$ cat config.mk
export PLATFORM = sky130hd
export DESIGN_NAME = pause_field_cfg
export DESIGN_NICKNAME = d
export VERILOG_FILES = /design/src/inc/pause_cfg_pkg.sv /design/src/hw/pause_field_cfg.sv
export SDC_FILE = /design/constraint.sdc
export NUM_CORES = 2
export LEC_CHECK = 0
export ABC_AREA = 1
export BUFFER_PORTS_ARGS = -buffer_cell sky130_fd_sc_hd__buf_2
export CAP_MARGIN = 20
export CORE_MARGIN = 1
export CORE_UTILIZATION = 60
export CTS_CLUSTER_DIAMETER = 30
export DETAILED_ROUTE_END_ITERATION = 8
export PLACE_DENSITY = 0.77
export SLEW_MARGIN = 0
export SYNTH_ARGS = -nofsm -noshare
export SYNTH_HDL_FRONTEND = slang
export SYNTH_SLANG_ARGS = --single-unit
$ cat constraint.sdc
create_clock -name sys_clk_in -period 2.3 [get_ports sys_clk_in]
set_clock_uncertainty 0.15 [all_clocks]
set_input_delay 0.23 -clock sys_clk_in [delete_from_list [all_inputs] [get_ports sys_clk_in]]
set_output_delay 0.23 -clock sys_clk_in [all_outputs]
set_load 0.05 [all_outputs]
$ cat src/inc/pause_cfg_pkg.sv
// Purpose: Shared constants and carriers for the pause field config block.
// Assumes: 32-bit register words at aligned byte addresses.
// Notes: Each configuration word sits in a table indexed by addr[6:2], with addr[7] zero.
package pause_cfg_pkg;

  // ----------------------------------------------------------------------
  // Register map
  // ----------------------------------------------------------------------
  localparam int unsigned ADDR_W = 8;
  localparam int unsigned NUM_CFG = 22;
  localparam logic [4:0] IDX_CTRL = 5'h00;
  localparam logic [4:0] IDX_TX_GPP_SA_LO = 5'h01;
  localparam logic [4:0] IDX_TX_GPP_SA_HI = 5'h02;
  localparam logic [4:0] IDX_TX_GPP_DA_LO = 5'h03;
  localparam logic [4:0] IDX_TX_GPP_DA_HI = 5'h04;
  localparam logic [4:0] IDX_TX_PPP_SA_LO = 5'h05;
  localparam logic [4:0] IDX_TX_PPP_SA_HI = 5'h06;
  localparam logic [4:0] IDX_TX_PPP_DA_LO = 5'h07;
  localparam logic [4:0] IDX_TX_PPP_DA_HI = 5'h08;
  localparam logic [4:0] IDX_RX_DA_UC_LO = 5'h09;
  localparam logic [4:0] IDX_RX_DA_UC_HI = 5'h0a;
  localparam logic [4:0] IDX_RX_SA_LO = 5'h0b;
  localparam logic [4:0] IDX_RX_SA_HI = 5'h0c;
  localparam logic [4:0] IDX_RX_DA_MC_LO = 5'h0d;
  localparam logic [4:0] IDX_RX_DA_MC_HI = 5'h0e;
  localparam logic [4:0] IDX_TX_OPCODE = 5'h0f;
  localparam logic [4:0] IDX_RX_OPCODE = 5'h10;
  localparam logic [4:0] IDX_GCP_RANGE = 5'h11;
  localparam logic [4:0] IDX_PCP_RANGE = 5'h12;
  localparam logic [4:0] IDX_TX_ETYPE = 5'h13;
  localparam logic [4:0] IDX_RX_ETYPE_PAUSE = 5'h14;
  localparam logic [4:0] IDX_RX_ETYPE_CTRL = 5'h15;
  localparam logic [ADDR_W-1:0] ADDR_STATUS = 8'h58;

  // ----------------------------------------------------------------------
  // Field positions and reset values
  // ----------------------------------------------------------------------
  localparam int unsigned CTRL_TX_FC_BIT = 0;
  localparam int unsigned CTRL_RX_FC_BIT = 1;
  localparam int unsigned CTRL_RX_EN_BIT = 2;
  localparam logic [31:0] CTRL_RST = 32'h0000_0007;
  localparam logic [47:0] PAUSE_MCAST_DA = 48'h0180_c200_0001;
  localparam logic [47:0] ZERO_ADDR = 48'h0000_0000_0000;
  localparam logic [15:0] OPCODE_GPP_RST = 16'h0001;
  localparam logic [15:0] OPCODE_PPP_RST = 16'h0101;
  localparam logic [15:0] ETYPE_CTRL_RST = 16'h8808;
  localparam logic [15:0] RANGE_MIN_RST = 16'h0000;
  localparam logic [15:0] RANGE_MAX_RST = 16'hffff;

  localparam logic [31:0] CFG_RST [NUM_CFG] = '{
    CTRL_RST,
    ZERO_ADDR[31:0], {16'h0000, ZERO_ADDR[47:32]},
    PAUSE_MCAST_DA[31:0], {16'h0000, PAUSE_MCAST_DA[47:32]},
    ZERO_ADDR[31:0], {16'h0000, ZERO_ADDR[47:32]},
    PAUSE_MCAST_DA[31:0], {16'h0000, PAUSE_MCAST_DA[47:32]},
    ZERO_ADDR[31:0], {16'h0000, ZERO_ADDR[47:32]},
    ZERO_ADDR[31:0], {16'h0000, ZERO_ADDR[47:32]},
    PAUSE_MCAST_DA[31:0], {16'h0000, PAUSE_MCAST_DA[47:32]},
    {OPCODE_PPP_RST, OPCODE_GPP_RST},
    {OPCODE_PPP_RST, OPCODE_GPP_RST},
    {RANGE_MAX_RST, RANGE_MIN_RST},
    {RANGE_MAX_RST, RANGE_MIN_RST},
    {ETYPE_CTRL_RST, ETYPE_CTRL_RST},
    {ETYPE_CTRL_RST, ETYPE_CTRL_RST},
    {ETYPE_CTRL_RST, ETYPE_CTRL_RST}
  };

  // ----------------------------------------------------------------------
  // Carriers
  // ----------------------------------------------------------------------
  typedef struct packed {
    logic valid;
    logic [47:0] da;
    logic [47:0] sa;
    logic [15:0] etype;
    logic [15:0] opcode;
  } rx_hdr_t;

  typedef struct packed {
    logic valid;
    logic global_pause_packet;
    logic priority_pause_packet;
    logic global_control_packet;
    logic priority_control_packet;
  } rx_class_t;

  typedef struct packed {
    logic valid;
    logic prio;
    logic [47:0] da;
    logic [47:0] sa;
    logic [15:0] etype;
    logic [15:0] opcode;
  } tx_fields_t;

endpackage

$ cat src/hw/pause_field_cfg.sv
// Purpose: Holds pause and control frame fields, fills transmitted pause
//   headers and classifies received frame headers.
// Assumes: Header inputs come from logic on sys_clk_in.
// Notes: Answers on every port appear one cycle after the request.
//
// Contract
// - Global pause SA and DA are configurable, DA defaults to multicast.
// - Transmitted global pause opcode is configurable, default one.
// - Transmitted priority pause opcode is configurable, default 0x0101.
// - Global pause recognised on configured opcode match, default one.
// - Receive priority pause recognised when opcode equals configured value.
// - Receive type fields compared with configurable values, default 0x8808.
// - Transmit pause settings take effect only with transmit flow control.
// - Receive pause settings apply only with receive flow control enabled.
// - Control packets classified by opcode range, gated by receive enable.
`timescale 1ns/1ps
module pause_field_cfg
  import pause_cfg_pkg::*;
#(
  parameter int unsigned CNT_W = 8
)
(
  input wire logic sys_clk_in,
  input wire logic srst_in,
  input wire logic [ADDR_W-1:0] reg_addr_in,
  input wire logic [31:0] reg_wdata_in,
  input wire logic reg_wr_in,
  input wire logic reg_rd_in,
  output logic [31:0] reg_rdata_out,
  input wire logic tx_req_in,
  input wire logic tx_prio_in,
  output tx_fields_t tx_fields_out,
  input wire rx_hdr_t rx_hdr_in,
  output rx_class_t rx_class_out
);

  // ----------------------------------------------------------------------
  // Elaboration check
  // ----------------------------------------------------------------------
  if (CNT_W < 1 || CNT_W > 8)
  begin : g_bad_cnt
    $error("CNT_W must lie between 1 and 8");
  end

  // ----------------------------------------------------------------------
  // Register file
  // ----------------------------------------------------------------------
  logic [31:0] cfg_ff [NUM_CFG];
  logic [31:0] rdata_ff;
  logic [CNT_W-1:0] cnt_ff [4];
  wire logic [4:0] idx = reg_addr_in[6:2];
  wire logic aligned = (reg_addr_in[1:0] == 2'h0) && !reg_addr_in[7];
  wire logic cfg_hit = aligned && (idx < 5'(NUM_CFG));
  wire logic stat_hit = (reg_addr_in == ADDR_STATUS);

  // Writes land in the addressed word; status and unmapped writes drop.
  always_ff @(posedge sys_clk_in)
  begin
    if (srst_in)
      cfg_ff <= CFG_RST;
    else if (reg_wr_in && cfg_hit)
      cfg_ff[idx] <= reg_wdata_in;
  end

  // Read selection; unmapped addresses read as zero.
  logic [31:0] nxt_rdata;
  always_comb
  begin
    if (cfg_hit)
      nxt_rdata = cfg_ff[idx];
    else if (stat_hit)
      nxt_rdata = {8'(cnt_ff[3]), 8'(cnt_ff[2]), 8'(cnt_ff[1]),
                   8'(cnt_ff[0])};
    else
      nxt_rdata = 32'h0000_0000;
  end

  // Read data stands only in the cycle after the read strobe.
  always_ff @(posedge sys_clk_in)
  begin
    if (srst_in)
      rdata_ff <= 32'h0000_0000;
    else if (reg_rd_in)
      rdata_ff <= nxt_rdata;
    else
      rdata_ff <= 32'h0000_0000;
  end
  assign reg_rdata_out = rdata_ff;

  // ----------------------------------------------------------------------
  // Field views of the configuration words
  // ----------------------------------------------------------------------
  // Addresses pair a low word for bits 31:0 with a high word for 47:32.
  // Two 16-bit fields share a word: low half first, high half second.
  wire logic tx_fc_en = cfg_ff[IDX_CTRL][CTRL_TX_FC_BIT];
  wire logic rx_fc_en = cfg_ff[IDX_CTRL][CTRL_RX_FC_BIT];
  wire logic rx_en = cfg_ff[IDX_CTRL][CTRL_RX_EN_BIT];
  wire logic [47:0] tx_gpp_sa = {cfg_ff[IDX_TX_GPP_SA_HI][15:0],
                                 cfg_ff[IDX_TX_GPP_SA_LO]};
  wire logic [47:0] tx_gpp_da = {cfg_ff[IDX_TX_GPP_DA_HI][15:0],
                                 cfg_ff[IDX_TX_GPP_DA_LO]};
  wire logic [47:0] tx_ppp_sa = {cfg_ff[IDX_TX_PPP_SA_HI][15:0],
                                 cfg_ff[IDX_TX_PPP_SA_LO]};
  wire logic [47:0] tx_ppp_da = {cfg_ff[IDX_TX_PPP_DA_HI][15:0],
                                 cfg_ff[IDX_TX_PPP_DA_LO]};
  wire logic [47:0] rx_da_uc = {cfg_ff[IDX_RX_DA_UC_HI][15:0],
                                cfg_ff[IDX_RX_DA_UC_LO]};
  wire logic [47:0] rx_da_mc = {cfg_ff[IDX_RX_DA_MC_HI][15:0],
                                cfg_ff[IDX_RX_DA_MC_LO]};
  wire logic [15:0] tx_op_gpp = cfg_ff[IDX_TX_OPCODE][15:0];
  wire logic [15:0] tx_op_ppp = cfg_ff[IDX_TX_OPCODE][31:16];
  wire logic [15:0] rx_op_gpp = cfg_ff[IDX_RX_OPCODE][15:0];
  wire logic [15:0] rx_op_ppp = cfg_ff[IDX_RX_OPCODE][31:16];
  wire logic [15:0] gcp_min = cfg_ff[IDX_GCP_RANGE][15:0];
  wire logic [15:0] gcp_max = cfg_ff[IDX_GCP_RANGE][31:16];
  wire logic [15:0] pcp_min = cfg_ff[IDX_PCP_RANGE][15:0];
  wire logic [15:0] pcp_max = cfg_ff[IDX_PCP_RANGE][31:16];
  wire logic [15:0] tx_et_gpp = cfg_ff[IDX_TX_ETYPE][15:0];
  wire logic [15:0] tx_et_ppp = cfg_ff[IDX_TX_ETYPE][31:16];
  wire logic [15:0] rx_et_gpp = cfg_ff[IDX_RX_ETYPE_PAUSE][15:0];
  wire logic [15:0] rx_et_ppp = cfg_ff[IDX_RX_ETYPE_PAUSE][31:16];
  wire logic [15:0] rx_et_gcp = cfg_ff[IDX_RX_ETYPE_CTRL][15:0];
  wire logic [15:0] rx_et_pcp = cfg_ff[IDX_RX_ETYPE_CTRL][31:16];

  // ----------------------------------------------------------------------
  // Transmit pause header fill
  // ----------------------------------------------------------------------
  tx_fields_t tx_ff;
  tx_fields_t nxt_tx;
  wire logic tx_take = tx_req_in && tx_fc_en;

  // Priority or global field set is selected by the request.
  always_comb
  begin
    nxt_tx.valid = tx_take;
    nxt_tx.prio = tx_prio_in;
    nxt_tx.sa = tx_prio_in ? tx_ppp_sa : tx_gpp_sa;
    nxt_tx.da = tx_prio_in ? tx_ppp_da : tx_gpp_da;
    nxt_tx.opcode = tx_prio_in ? tx_op_ppp : tx_op_gpp;
    nxt_tx.etype = tx_prio_in ? tx_et_ppp : tx_et_gpp;
    if (!tx_take)
      nxt_tx = '0;
  end

  // Fields stand for one cycle per accepted request, then drop to zero.
  always_ff @(posedge sys_clk_in)
  begin
    if (srst_in)
      tx_ff <= '0;
    else
      tx_ff <= nxt_tx;
  end
  assign tx_fields_out = tx_ff;

  // ----------------------------------------------------------------------
  // Receive classification
  // ----------------------------------------------------------------------
  // Pause recognition needs a destination match; control ignores it.
  wire logic da_ok = (rx_hdr_in.da == rx_da_uc) || (rx_hdr_in.da == rx_da_mc);
  wire logic hv = rx_hdr_in.valid;
  wire logic is_gpp = hv && rx_fc_en && da_ok
    && (rx_hdr_in.etype == rx_et_gpp)
    && (rx_hdr_in.opcode == rx_op_gpp);
  wire logic is_ppp = hv && rx_fc_en && da_ok
    && (rx_hdr_in.etype == rx_et_ppp)
    && (rx_hdr_in.opcode == rx_op_ppp);
  wire logic is_gcp = hv && rx_en && (rx_hdr_in.etype == rx_et_gcp)
    && (rx_hdr_in.opcode >= gcp_min) && (rx_hdr_in.opcode <= gcp_max);
  wire logic is_pcp = hv && rx_en && (rx_hdr_in.etype == rx_et_pcp)
    && (rx_hdr_in.opcode >= pcp_min) && (rx_hdr_in.opcode <= pcp_max);

  // One class word per header; a frame may be pause and control at once.
  rx_class_t cls_ff;
  always_ff @(posedge sys_clk_in)
  begin
    if (srst_in)
      cls_ff <= '0;
    else
      cls_ff <= '{hv, is_gpp, is_ppp, is_gcp, is_pcp};
  end
  assign rx_class_out = cls_ff;

  // Wrapping event counters read back in the status word.
  wire logic [3:0] hit_vec = {is_pcp, is_gcp, is_ppp, is_gpp};
  for (genvar i = 0; i < 4; i++)
  begin : g_cnt
    always_ff @(posedge sys_clk_in)
    begin
      if (srst_in)
        cnt_ff[i] <= '0;
      else if (hit_vec[i])
        cnt_ff[i] <= cnt_ff[i] + 1'b1;
    end
  end
endmodule

==> summary.md <==
| Metric | Value |
|---|---|
| Synth-to-Final Area Change | 25.2% |
| Port Buffer Count | 293 |
| Routed Antenna Nets | 0 |
| Fill cells | 4986 |
| Die Height | around 260 µm |
| Peak Freq | ~440 MHz |
| Core ar. | approximately 68000 µm² |
| Layout Nets | ~6.4k |
| All-layer global routing usage | around 48% |
| Slowest stage cell, crit path | xnor2_1 |
| Overflow after GRT | 0 |
| Sink Count | ~900 |
| Number of distinct library cells after synthesis | 39 |
| Setup_tns | 0 ps |
| Htree depth | 4 |
| Routed WL | ~170000 µm |
| Status | finished, final reports clean |
| Yosys top cell area share | between 40% and 50% |
| Worst VDD drop | 0.000706 V |
| Max Cap Viol | 0 |
| Reg clk slew, reported paths | 50 ps |
| Min Tclk post-route | 2260 ps |
| TritonRoute pass-1 iters | 7 |
| Max-slew violations | 0 |
| Syn avg cell area | ~7.1 µm² |
| CP cell instances | xnor2_1 > nand4_1 > nor2_1 > nand2_1 > nor2_1 > nand3_1 > nand2_1 > buf_12 |
| Clock tree root buffer cell | clkbuf_16 |
| Worst EP arrival | between 2000 and 3000 ps |
| Row count | between 90 and 100 |
| DR WL/cell | roughly 24 µm |
| Die span in x | about 260 µm |
| Cells after Synth | slightly below 6k |
| Detailed-placement wirelength estimate | between 100000 and 150000 µm |
| Clock tree buffer depth | 3 |
| Final Hold Vio Count | 0 |
| Starting Density | 61.1% |
| Syn Nets | 6029 |
| Worst-margin pin slew | between 900 and 1000 ps |
| Area contributors post-synth | dfxtp_1, nor2_1, o21ai_0 |
| Power Dens Cells | around 850 nW/µm² |
| DR DRC count | 0 |
| Largest net degree at the start of global routing | 195 |
| Synth area leader | dfxtp_1 |
| CP endpoint kind | register |
| CP bufs+invs | 1 |
| Share of cells above drive strength 1 | roughly 15% |
| Post-DP Area | approximately 45000 µm² |
| Detailed-route vias per instance | 6.07 |
| Ys Warns | 0 |
| Worst path max stage delay | between 300 and 400 ps |
| Slew margin rel. | 36.0% |
| Total number of vias | about 44k |
| Final weighted congestion in routability-driven placement | roughly 1.0 |
| Latest clock arrival within the worst-skew pair | 770 ps |
| Crit Path Max Fanout | 8 |
| Lkg Pwr | roughly 23 nW |
| Iteration-0 DRC Markers | between 6k and 7k |
| Post-Route Utilization | about three quarters |
| Setup Buffers After CTS | 0 |
| CTS tree | yes |
| Critical Path RT | 2620 ps |
| Post-Syn Area | between 40000 and 50000 µm² |
| Die area | between 60000 and 70000 µm² |
| CP Class | reg2reg |
| Leading cell type in the layout, fill and taps excluded | nor2_1 |
| CTS buffer count | 170 |
| HP Class | in2reg |
| Final period utilization | between 90% and 100% |
| Initial antenna violation count | 9 |
| First-pass GRT wire length | about 250000 µm |
| Final Cell Area | 51800 µm² |
| CP startpoint kind | register |
| Sequential fraction of the synthesis area | 44.5% |
| CP top delay family | simple AND/OR/NAND/NOR gates |
| Commonest non-fill, non-tap cells in the layout | nor2_1, nand2_1, dfxtp_1 |
| Vias in the first global route | around 41k |
| #FFs+latches synth | around 900 |
| Final setup violation count | 0 |
| # IOs | between 300 and 400 |
| RSZ-0062 raised after global routing | no |
## synth_stat cells, drive strengths merged
cell	n
inv	516
nand3	59
nand2	892
xnor2	129
nand3b	1
xor2	29
o22ai	48
nor2	1197
ha	68
o211ai	68
edfxtp	32
nand4	31
o21ai	867
a221oi	30
dfxtp	871
nor3	25
or2	18
clkinv	5
o21a	1
buf	85
a21oi	240
nor3b	1
a21o	3
o221ai	31
a22o	1
a22oi	199
clkbuf	338
o21bai	1
## registers in the layout (all words and copies together) (netlist names)
signal	flops
reg_rdata_out	32
cfg_ff	704
cnt_ff	32
tx_fields_out	130
rx_class_out	5
## per-layer routing
layer	vias up	share of wire [%]	GRT usage (%)
met5	-	0.033	0
met4	10	8.3	34.8
met3	755	14	13.4
met2	3337	42	70.3
met1	19900	36	59.7
li1	19600	-	-
## final timing paths
path / slack [ps] / endpoint / cells after the start / from
hold / removal: 60 / cfg_ff[448] / 6 / reg_wr_in
setup reg to reg: 40 / cnt_ff[1][6] / 8 / cfg_ff[56]
setup / recovery: 40 / cnt_ff[1][6] / 8 / cfg_ff[56]
hold reg to reg: 300 / cfg_ff[503] / 2 / cfg_ff[503]
## cell families after synthesis
logic type	synth area share, %
AOI/OAI and AO/OA	20.4
buffers and inverters	8.76
DFF	44.5
xor gates and xnor gates	3.35
adders and majority gates	2.06
and+or+nand+nor	21.0
## metrics by stage
stage          setup slack, ps  hold slack (ps)  cells  total power [mW]
3_3_place_gp              -227              282   6827              18.6
2_1_floorplan              388              151   5786              17.4
6_report                  37.3             60.7   7184              44.1
4_1_cts                   11.1             41.8   7183              43.8
3_5_place_dp              -265              290   6827              18.6
5_1_grt                  0.128             91.1   7183              44.8
## worst min-delay path, stage by stage
cell and delay (ps):
buf_2 100, inv_1 160, nor2_4 80, buf_12 140
nand3_1 120, o211ai_1 90
## layout make-up
cell class	count	area, µm²	share of cell area (%)
well taps	873	1090	2.11
clock buffers	209	4590	8.87
multi-input cells	3939	19400	37.5
repair buffers	629	4950	9.57
inverters	521	1970	3.80
clock inverters	109	1350	2.61
diodes	1	2.50	0.00483
flip-flops and latches	903	18400	35.5
## where the power goes
part | internal [mW] | total [mW] | leakage, nW | switching [mW]
Clock | 16.4 | 25.5 | 2.86 | 9.11
Sequential | 15.8 | 15.9 | 7.34 | 0.0462
Combinational | 0.760 | 2.64 | 13.1 | 1.88
## what timing repair did
action / in CTS / in global routing
gates resized for setup: 0 / 12
endpoints found under the setup margin: 0 / 55
hold endpoints to repair: 564 / 0
hold buffers: 38 / 0
No activity file was read; power rests on OpenSTA's default activity.
